--- src/verilog/ldp_params.svh ---
// constants for the led dimming pwm control block
`ifndef LDP_PARAMS_SVH
`define LDP_PARAMS_SVH
`define LDP_CHANNELS       4
`define LDP_DUTY_W         10
`define LDP_ANA_W          8
`define LDP_CNT_MAX        10'h3FF
`define LDP_CNT_ZERO       10'h000
`define LDP_QUARTER        10'h100
`define LDP_FREQ_SEL_W     6
`define LDP_PRESC_W        16
`define LDP_MEAS_W         20
`define LDP_VOLT_W         8
`define LDP_ANA_LOW        8'h0F
`define LDP_ANA_HIGH       8'h99
`define LDP_FRAME_MIN_HZ   30
`define LDP_FRAME_MAX_HZ   300
`define LDP_CLK_HZ         20000000
`define LDP_FRAME_MAX_CYC  (`LDP_CLK_HZ / `LDP_FRAME_MIN_HZ)
`define LDP_FRAME_MIN_CYC  (`LDP_CLK_HZ / `LDP_FRAME_MAX_HZ)
`endif

--- src/verilog/ldp_pkg.sv ---
// types for the led dimming pwm control block
package ldp_pkg;
  typedef enum logic [1:0] {
    ldp_direct,
    ldp_free_run,
    ldp_frame_sync
  } ldp_mode_t;
endpackage

--- src/verilog/ldp_sync.sv ---
// two-flop synchroniser for a pin input
module ldp_sync (
  input  wire logic core_clk,
  input  wire logic reset,
  input  wire logic pin,
  output logic      synced
);
  logic stage1;
  always_ff @(posedge core_clk) begin
    if (reset) begin
      stage1 <= 1'b0;
      synced <= 1'b0;
    end else begin
      stage1 <= pin;
      synced <= stage1;
    end
  end
endmodule

--- src/verilog/ldp_channel.sv ---
// one channel compare window with phase offset
`include "ldp_params.svh"
module ldp_channel (
  input  wire logic                    core_clk,
  input  wire logic                    reset,
  input  wire logic [`LDP_DUTY_W-1:0]  period_count,
  input  wire logic [`LDP_DUTY_W-1:0]  offset,
  input  wire logic [`LDP_DUTY_W:0]    duty,
  output logic                         gate_on
);
  // modulo arithmetic wraps the window across the period end
  wire logic [`LDP_DUTY_W-1:0] local_count = period_count - offset;
  wire logic                   next_on = {1'b0, local_count} < duty;
  always_ff @(posedge core_clk) begin
    if (reset) gate_on <= 1'b0;
    else gate_on <= next_on;
  end
endmodule

--- src/verilog/ldp_dimming.sv ---
// dimming control: duty decode, pwm regeneration, phase shift, level select
`include "ldp_params.svh"
module ldp_dimming (
  input  wire logic                         core_clk,
  input  wire logic                         reset,
  input  wire logic                         direct_mode_tie,
  input  wire logic                         frame_sync_enable,
  input  wire logic                         phase_shift_enable,
  input  wire logic                         current_level_select,
  input  wire logic                         dimming_pwm_input,
  input  wire logic                         analog_dimming_enable,
  input  wire logic [`LDP_ANA_W-1:0]        analog_dimming_input,
  input  wire logic                         frame_sync_input,
  input  wire logic [`LDP_FREQ_SEL_W-1:0]   freq_select,
  input  wire logic [`LDP_PRESC_W-1:0]      free_run_divider,
  input  wire logic [`LDP_CHANNELS*`LDP_VOLT_W-1:0] led_channel_voltage,
  output logic [`LDP_CHANNELS-1:0]          led_channel_enable,
  output logic                              use_second_current_set,
  output logic [`LDP_VOLT_W-1:0]            headroom_min_voltage,
  output logic [1:0]                        headroom_min_channel,
  output logic                              frame_locked,
  output logic [`LDP_DUTY_W:0]              active_duty
);
  ldp_pkg::ldp_mode_t mode;

  logic pwm_s, tie_s, frame_s, frame_d, pwm_d;
  ldp_sync u_sync_pwm (
    .core_clk (core_clk),
    .reset    (reset),
    .pin      (dimming_pwm_input),
    .synced   (pwm_s)
  );
  ldp_sync u_sync_tie (
    .core_clk (core_clk),
    .reset    (reset),
    .pin      (direct_mode_tie),
    .synced   (tie_s)
  );
  ldp_sync u_sync_frame (
    .core_clk (core_clk),
    .reset    (reset),
    .pin      (frame_sync_input),
    .synced   (frame_s)
  );

  // mode selection
  wire logic is_direct = tie_s;
  always_comb begin
    if (is_direct) mode = ldp_pkg::ldp_direct;
    else if (frame_sync_enable) mode = ldp_pkg::ldp_frame_sync;
    else mode = ldp_pkg::ldp_free_run;
  end

  // input duty measurement over one input period, rising edge to rising edge
  logic [`LDP_MEAS_W-1:0] meas_total, meas_high;
  logic [`LDP_DUTY_W:0]   pwm_duty;
  logic                   meas_seen;
  wire logic pwm_rise = pwm_s & ~pwm_d;
  // a product keeps full precision before the divide
  wire logic [`LDP_MEAS_W+`LDP_DUTY_W:0] meas_scaled =
    {{(`LDP_DUTY_W+1){1'b0}}, meas_high} << `LDP_DUTY_W;
  wire logic [`LDP_MEAS_W+`LDP_DUTY_W:0] meas_div =
    meas_scaled / {{(`LDP_DUTY_W+1){1'b0}}, meas_total};
  wire logic meas_sat = &meas_total;
  // held high input never rises: when the count reaches all ones, clear the counters and call it full
  always_ff @(posedge core_clk) begin
    if (reset) begin
      pwm_d      <= 1'b0;
      meas_total <= '0;
      meas_high  <= '0;
      meas_seen  <= 1'b0;
      pwm_duty   <= '0;
    end else begin
      pwm_d <= pwm_s;
      if (pwm_rise) begin
        meas_total <= {{(`LDP_MEAS_W-1){1'b0}}, 1'b1};
        meas_high  <= {{(`LDP_MEAS_W-1){1'b0}}, 1'b1};
        meas_seen  <= 1'b1;
        if (meas_seen && meas_total != '0)
          pwm_duty <= meas_div[`LDP_DUTY_W:0];
      end else if (meas_sat) begin
        pwm_duty  <= pwm_s ? {1'b1, `LDP_CNT_ZERO} : '0;
        meas_seen <= 1'b0;
        meas_total <= '0;
        meas_high  <= '0;
      end else begin
        meas_total <= meas_total + 1'b1;
        if (pwm_s) meas_high <= meas_high + 1'b1;
      end
    end
  end

  // analog level: code span maps linearly onto 0..256, so half span is 128
  wire logic [`LDP_ANA_W-1:0] ana_span = `LDP_ANA_HIGH - `LDP_ANA_LOW;
  wire logic [`LDP_ANA_W-1:0] ana_off =
    (analog_dimming_input <= `LDP_ANA_LOW) ? '0 :
    (analog_dimming_input >= `LDP_ANA_HIGH) ? ana_span :
    analog_dimming_input - `LDP_ANA_LOW;
  wire logic [15:0] ana_scaled = {ana_off, 8'h00};
  wire logic [`LDP_ANA_W:0] ana_level = (ana_off == ana_span) ? 9'h100 :
    9'(ana_scaled / {8'h00, ana_span});
  wire logic [19:0] prod = {9'h000, pwm_duty} * {11'h000, ana_level};
  wire logic [`LDP_DUTY_W:0] next_duty = analog_dimming_enable ?
    prod[`LDP_DUTY_W+`LDP_ANA_W:`LDP_ANA_W] : pwm_duty;

  // period generation
  logic [`LDP_PRESC_W-1:0] presc, tick_div;
  logic [`LDP_DUTY_W-1:0]  period_count;
  logic                    resync;
  wire logic tick = (presc == '0);
  wire logic period_start = tick && (period_count == `LDP_CNT_MAX);
  always_ff @(posedge core_clk) begin
    if (reset) begin
      presc        <= '0;
      period_count <= `LDP_CNT_ZERO;
    end else if (resync) begin
      presc        <= tick_div;
      period_count <= `LDP_CNT_ZERO;
    end else begin
      presc <= tick ? tick_div : presc - 1'b1;
      if (tick) period_count <= period_count + 1'b1;
    end
  end

  // frame sync: measure frame period, derive tick spacing
  logic [`LDP_MEAS_W-1:0] frame_cnt, frame_len;
  wire logic frame_rise = frame_s & ~frame_d;
  wire logic frame_ok = (frame_cnt >= 20'(`LDP_FRAME_MIN_CYC)) &&
                        (frame_cnt <= 20'(`LDP_FRAME_MAX_CYC));
  // same output rate for any detected frame rate that is a whole multiple of 30Hz: scale the frame period up
  // by the rate ratio to a 30Hz base, then divide by the selected multiple;
  // the quarter-period bias absorbs a count or two of frame jitter
  wire logic [`LDP_MEAS_W-1:0] frame_bias = frame_len >> 2;
  wire logic [`LDP_MEAS_W-1:0] frame_ratio = (frame_len == '0) ? 20'h1 :
    (20'(`LDP_FRAME_MAX_CYC) + frame_bias) / frame_len;
  wire logic [`LDP_MEAS_W-1:0] frame_mult = 20'(frame_len * frame_ratio);
  wire logic [`LDP_MEAS_W-1:0] sync_div =
    (frame_mult >> `LDP_DUTY_W) / ({14'h0, freq_select} + 20'h1);
  always_ff @(posedge core_clk) begin
    if (reset) begin
      frame_d      <= 1'b0;
      frame_cnt    <= '0;
      frame_len    <= '0;
      frame_locked <= 1'b0;
    end else begin
      frame_d <= frame_s;
      if (frame_rise) begin
        frame_cnt    <= '0;
        frame_locked <= frame_ok;
        if (frame_ok) frame_len <= frame_cnt;
      end else if (!(&frame_cnt)) begin
        frame_cnt <= frame_cnt + 1'b1;
      end else begin
        frame_locked <= 1'b0;
      end
    end
  end
  always_comb begin
    resync = 1'b0;
    tick_div = free_run_divider;
    case (mode)
      ldp_pkg::ldp_frame_sync: begin
        tick_div = (frame_locked && sync_div != '0) ?
          sync_div[`LDP_PRESC_W-1:0] : free_run_divider;
        resync = frame_rise && frame_ok;
      end
      ldp_pkg::ldp_free_run: resync = 1'b0;
      ldp_pkg::ldp_direct:   resync = 1'b0;
      default:               resync = 1'b0;
    endcase
  end

  // duty and level take effect only at period boundaries; direct mode passes level straight through
  logic level_latched;
  always_ff @(posedge core_clk) begin
    if (reset) begin
      active_duty   <= '0;
      level_latched <= 1'b0;
    end else if (period_start || resync) begin
      active_duty   <= next_duty;
      level_latched <= current_level_select;
    end
  end
  always_ff @(posedge core_clk) begin
    if (reset) use_second_current_set <= 1'b0;
    else use_second_current_set <= is_direct ? current_level_select :
                                   level_latched;
  end

  // channel gates
  logic [`LDP_CHANNELS-1:0] gen_on;
  genvar ch;
  generate
    for (ch = 0; ch < `LDP_CHANNELS; ch++) begin : g_ch
      wire logic [`LDP_DUTY_W-1:0] ch_off = phase_shift_enable ?
        `LDP_DUTY_W'(ch * `LDP_QUARTER) : `LDP_CNT_ZERO;
      ldp_channel u_ch (
        .core_clk     (core_clk),
        .reset        (reset),
        .period_count (period_count),
        .offset       (ch_off),
        .duty         (active_duty),
        .gate_on      (gen_on[ch])
      );
    end
  endgenerate
  always_ff @(posedge core_clk) begin
    if (reset) led_channel_enable <= '0;
    else if (is_direct) led_channel_enable <= {`LDP_CHANNELS{pwm_s}};
    else led_channel_enable <= gen_on;
  end

  // headroom: lowest channel voltage
  logic [`LDP_VOLT_W-1:0] min_v;
  logic [1:0]             min_i;
  always_comb begin
    min_v = led_channel_voltage[`LDP_VOLT_W-1:0];
    min_i = 2'h0;
    for (int i = 1; i < `LDP_CHANNELS; i++) begin
      if (led_channel_voltage[i*`LDP_VOLT_W +: `LDP_VOLT_W] < min_v) begin
        min_v = led_channel_voltage[i*`LDP_VOLT_W +: `LDP_VOLT_W];
        min_i = 2'(i);
      end
    end
  end
  always_ff @(posedge core_clk) begin
    if (reset) begin
      headroom_min_voltage <= '0;
      headroom_min_channel <= 2'h0;
    end else begin
      headroom_min_voltage <= min_v;
      headroom_min_channel <= min_i;
    end
  end
endmodule

--- config.mk ---
export PLATFORM = sky130hd
export DESIGN_NAME = ldp_dimming
export DESIGN_NICKNAME = d
export VERILOG_FILES = /design/src/verilog/ldp_pkg.sv /design/src/verilog/ldp_sync.sv /design/src/verilog/ldp_channel.sv /design/src/verilog/ldp_dimming.sv
export VERILOG_INCLUDE_DIRS = /design/src /design/src/verilog
export SDC_FILE = /design/constraint.sdc
export NUM_CORES = 2
export LEC_CHECK = 0
export BUFFER_PORTS_ARGS = -buffer_cell sky130_fd_sc_hd__buf_2
export CAP_MARGIN = 20
export CORE_MARGIN = 4
export CORE_UTILIZATION = 67
export CTS_CLUSTER_DIAMETER = 50
export DETAILED_ROUTE_END_ITERATION = 10
export GPL_TIMING_DRIVEN = 0
export HOLD_SLACK_MARGIN = 0.15
export PLACE_DENSITY = 0.91
export RECOVER_POWER = 100
export SETUP_SLACK_MARGIN = 0.5
export SLEW_MARGIN = 20
export SYNTH_ARGS = -nofsm -noshare
export SYNTH_HDL_FRONTEND = slang
export SYNTH_SLANG_ARGS = --single-unit
--- constraint.sdc ---
create_clock -name core_clk -period 132.3 [get_ports core_clk]
set_input_delay 6.615 -clock core_clk [delete_from_list [all_inputs] [get_ports core_clk]]
set_output_delay 6.615 -clock core_clk [all_outputs]
set_load 0.005 [all_outputs]
==> run_results.csv <==
group,metric,value,unit
logic_synthesis,syn_area_per_cell,7.289,um^2
global_routing,first_global_vias,60479,
logic_synthesis,syn_area,59250,um^2
sta,drv_slew,6,
setup_path,regToRegSetupSlack,11.94,ns
outcome,violations,"capacitance limit, slew limit",
sta,fin_tns_setup,0,ns
sta,relSlewSlack,-0.2138,
final_layout,fill_cells,6914,
logic_synthesis,synth_edf_count,0,
clocking,clock_sinks,158,
sta,finalCriticalPeriod,120.36,ns
clocking,cts_tree,"yes",
drt,drt-total-wl,180.3,mm
setup_path,required,132.60,ns
setup_path,critPathKind,"reg2reg",
sta,fmax,8.308,MHz
final_layout,postLayoutCoreUtil,0.7099,
final_layout,area_growth_syn_to_layout,4.582,%
clocking,cts_max_path_buffers,2,
logic_synthesis,synth_ff_type,"dfxtp_1",
place,portBuffers,94,
die,die_w,305.4,um
setup_path,cp_slowest_cell,"a2111oi_0",
clocking,post_cts_resized,0,
sta,fin_crit_sh,0.9098,
sta,rsz0062_at_grt,"no",
global_routing,overflow,0,
setup_path,cp-start-kind,"flop",
hold_path,min-delay-start,"u_sync_tie.stage1$_SDFF_PP0_",
place,place_congestion,0.9786,
clocking,htreeDepth,4,
sta,tightest_slew,1.775,ns
sta,whs,0.4467,ns
global_routing,antenna_found_initial,3,
logic_synthesis,async_flop_share,0,
logic_synthesis,synth_top_area_frac,0.1930,
outcome,run_status,"finished with violations",
setup_path,reg2reg_from,"meas_total[0]$_SDFF_PP0_",
clocking,cts_setup_buffers,0,
setup_path,arrival,120.67,ns
clocking,path_clk_slew,0.07,ns
sta,hold_violations,0,
logic_synthesis,yosys_warnings,0,
die,dieArea,93260,um^2
logic_synthesis,yosysTopAreaCell,"ha_1",
hold_path,hold_path_class,"reg2reg",
final_layout,drive_above_1_share,0.06344,
die,initial_core_util,0.6788,
sta,final.setup_skew,0.02059,ns
global_routing,grt_usage,0.3662,
die,core,87290,um^2
clocking,cts_made_buffers,17,
logic_synthesis,ys_types,131,
sta,setup_violations,0,
place,pre_cts_ws,17.73,ns
drt,ant_nets,0,
drt,avgRoutedWirePerCell,19.12,um
die,rows,108,
global_routing,grt_first_pass_wirelength,291.4,mm
setup_path,cpMostUsedCell,"o21a_1",
final_layout,fin_nets,9446,
setup_path,path_max_fanout,23,
die,ios,98,
sta,postLayoutSetupSlackWorst,11.94,ns
drt,drt_pre_antenna_iters,10,
setup_path,critPathCaptureType,"flop",
logic_synthesis,synth_seq_area_share,0.05338,
drt,drc,0,
drt,drt_iter0_markers,6606,
logic_synthesis,yosys_register_bits,158,
clocking,clk_latency,0.47,ns
global_routing,grt_max_degree,32,
drt,via_per_inst,6.660,
logic_synthesis,syn_inst,8129,
logic_synthesis,synth_area_leaders,"ha_1, fa_1, dfxtp_1, xnor2_1, nor2_1",
clocking,root_buffer,"clkbuf_16",
setup_path,path_delay_family,"compound AO/OA/AOI/OAI gates",
setup_path,crit_path_max_incr_delay,1.44,ns
drt,num_vias,62814,
clocking,hold_buffers,0,
flow_run,maxCapViolCount,1,
place,dpl.hpwl,143.5,mm
die,dieHeight,305.4,um
setup_path,crit_start,"meas_total[0]$_SDFF_PP0_",
setup_path,cp.buffers_inverters,53,
-- placed cells by master (no fill, tap or decap), types with 17 or more instances in the layout --
master	synthesis	layout
xnor2_1	345	345
dfxtp_1	158	158
nand4_1	97	98
ha_1	914	914
o21bai_1	49	49
o21ai_1	23	18
o31a_1	18	18
o21ai_0	453	458
mux2i_1	97	97
nor3_1	356	355
o21a_1	302	302
xor2_1	187	185
or3_1	70	71
fa_1	199	199
clkbuf_1	219	245
and3_1	51	51
nand2b_1	199	199
nor2b_1	106	106
and2_1	144	142
nor2_1	791	791
a221oi_1	18	18
a211oi_1	52	52
o211ai_1	37	37
or2_2	38	38
mux2_2	219	217
clkbuf_16	0	17
a21oi_1	580	581
buf_2	14	86
nand3_1	160	160
a21boi_0	33	35
o31ai_1	161	162
inv_1	562	546
and4_1	24	24
nand2_1	701	702
a31oi_1	47	46
a21o_1	237	237
nor4_1	46	48
-- cells in the mapped netlist, types with 18 or more instances --
cell type	instances
nand3_1	160
nor3_1	356
ha_1	914
mux2_2	219
a21o_1	237
and4_1	24
dfxtp_1	158
o21ai_0	453
nand2b_1	199
xnor2_1	345
nand4_1	97
o211ai_1	37
o31a_1	18
inv_1	562
a31oi_1	47
a21oi_1	580
o21bai_1	49
or3_1	70
clkbuf_1	219
o21ai_1	23
xor2_1	187
a21boi_0	33
nand2_1	701
nor4_1	46
or2_2	38
fa_1	199
nor2b_1	106
a211oi_1	52
and3_1	51
o31ai_1	161
o21a_1	302
nor2_1	791
mux2i_1	97
and2_1	144
a221oi_1	18
-- per-stage QoR --
stage / area (um^2) / std cells
global placement: 61190 / 9385
floorplan: 59280 / 8136
finish: 61970 / 9431
detailed placement: 61470 / 9398
global route: 61960 / 9430
CTS: 62060 / 9430
-- worst reg2reg max path, delay by kind of cell, from the launching register on --
| family | cells | cell delay (ns) |
|---|---|---|
| AO/OA/AOI/OAI | 357 | 74.58 |
| adder cells (fa/ha/maj) | 31 | 9.91 |
| buffers and inverters | 53 | 18.26 |
| flip-flops | 1 | 0.59 |
| multiplexers | 3 | 1.12 |
| AND/OR/NAND/NOR | 93 | 15.77 |
-- path summary, 6_finish.rpt --
check / to / cells past startpoint
max: pwm_duty[0]$_SDFFE_PP0P_ / 537
min: u_sync_tie.synced$_SDFF_PP0_ / 1
max reg2reg: pwm_duty[0]$_SDFFE_PP0P_ / 537
min reg2reg: u_sync_tie.synced$_SDFF_PP0_ / 1
-- registers in the layout, summed over array words and instances (netlist names), 2 cells and up --
signal                cells
period_count             10
presc                    16
headroom_min_voltage      8
headroom_min_channel      2
meas_total               20
g_ch.u_ch.gate_on         4
frame_cnt                20
frame_len                20
led_channel_enable        4
meas_high                20
pwm_duty                 11
active_duty              11
-- routing by layer --
layer | up-vias | track usage | part of all wire
met5 | - | 0 | 0.00011
met4 | 4 | 0.1568 | 0.045
met3 | 723 | 0.06342 | 0.099
met2 | 3116 | 0.6076 | 0.45
met1 | 29381 | 0.4696 | 0.41
li1 | 29590 | - | -
-- cells by family (layout without fill, tap and decap cells) --
family | after synthesis | count (layout) | synth area share
AO/OA/AOI/OAI | 2280 | 2280 | 0.2547
adder cells (fa/ha/maj) | 1114 | 1114 | 0.2604
XOR/XNOR | 537 | 537 | 0.08041
buffers and inverters | 828 | 967 | 0.05383
AND/OR/NAND/NOR | 2889 | 2889 | 0.2375
other | 1 | 9 | 0.00006329
flip-flops | 158 | 158 | 0.05338
multiplexers | 322 | 322 | 0.05972
-- cell type report --
class                      count  area [um^2]  area share
multi-input combinational   7150        52880      0.8534
sequential                   158         3163     0.05104
inverter                     567         2131     0.03439
tap                         1155         1445     0.02332
buffer                       261         1062     0.01714
timing repair buffer         107        688.2     0.01111
clock buffer                  17        425.4    0.006865
clock inverter                15        166.4    0.002685
antenna                        1        2.502  0.00004038
Power is not shown: default switching activity piles up to over one toggle a cycle in this logic, so the estimate is an artifact.
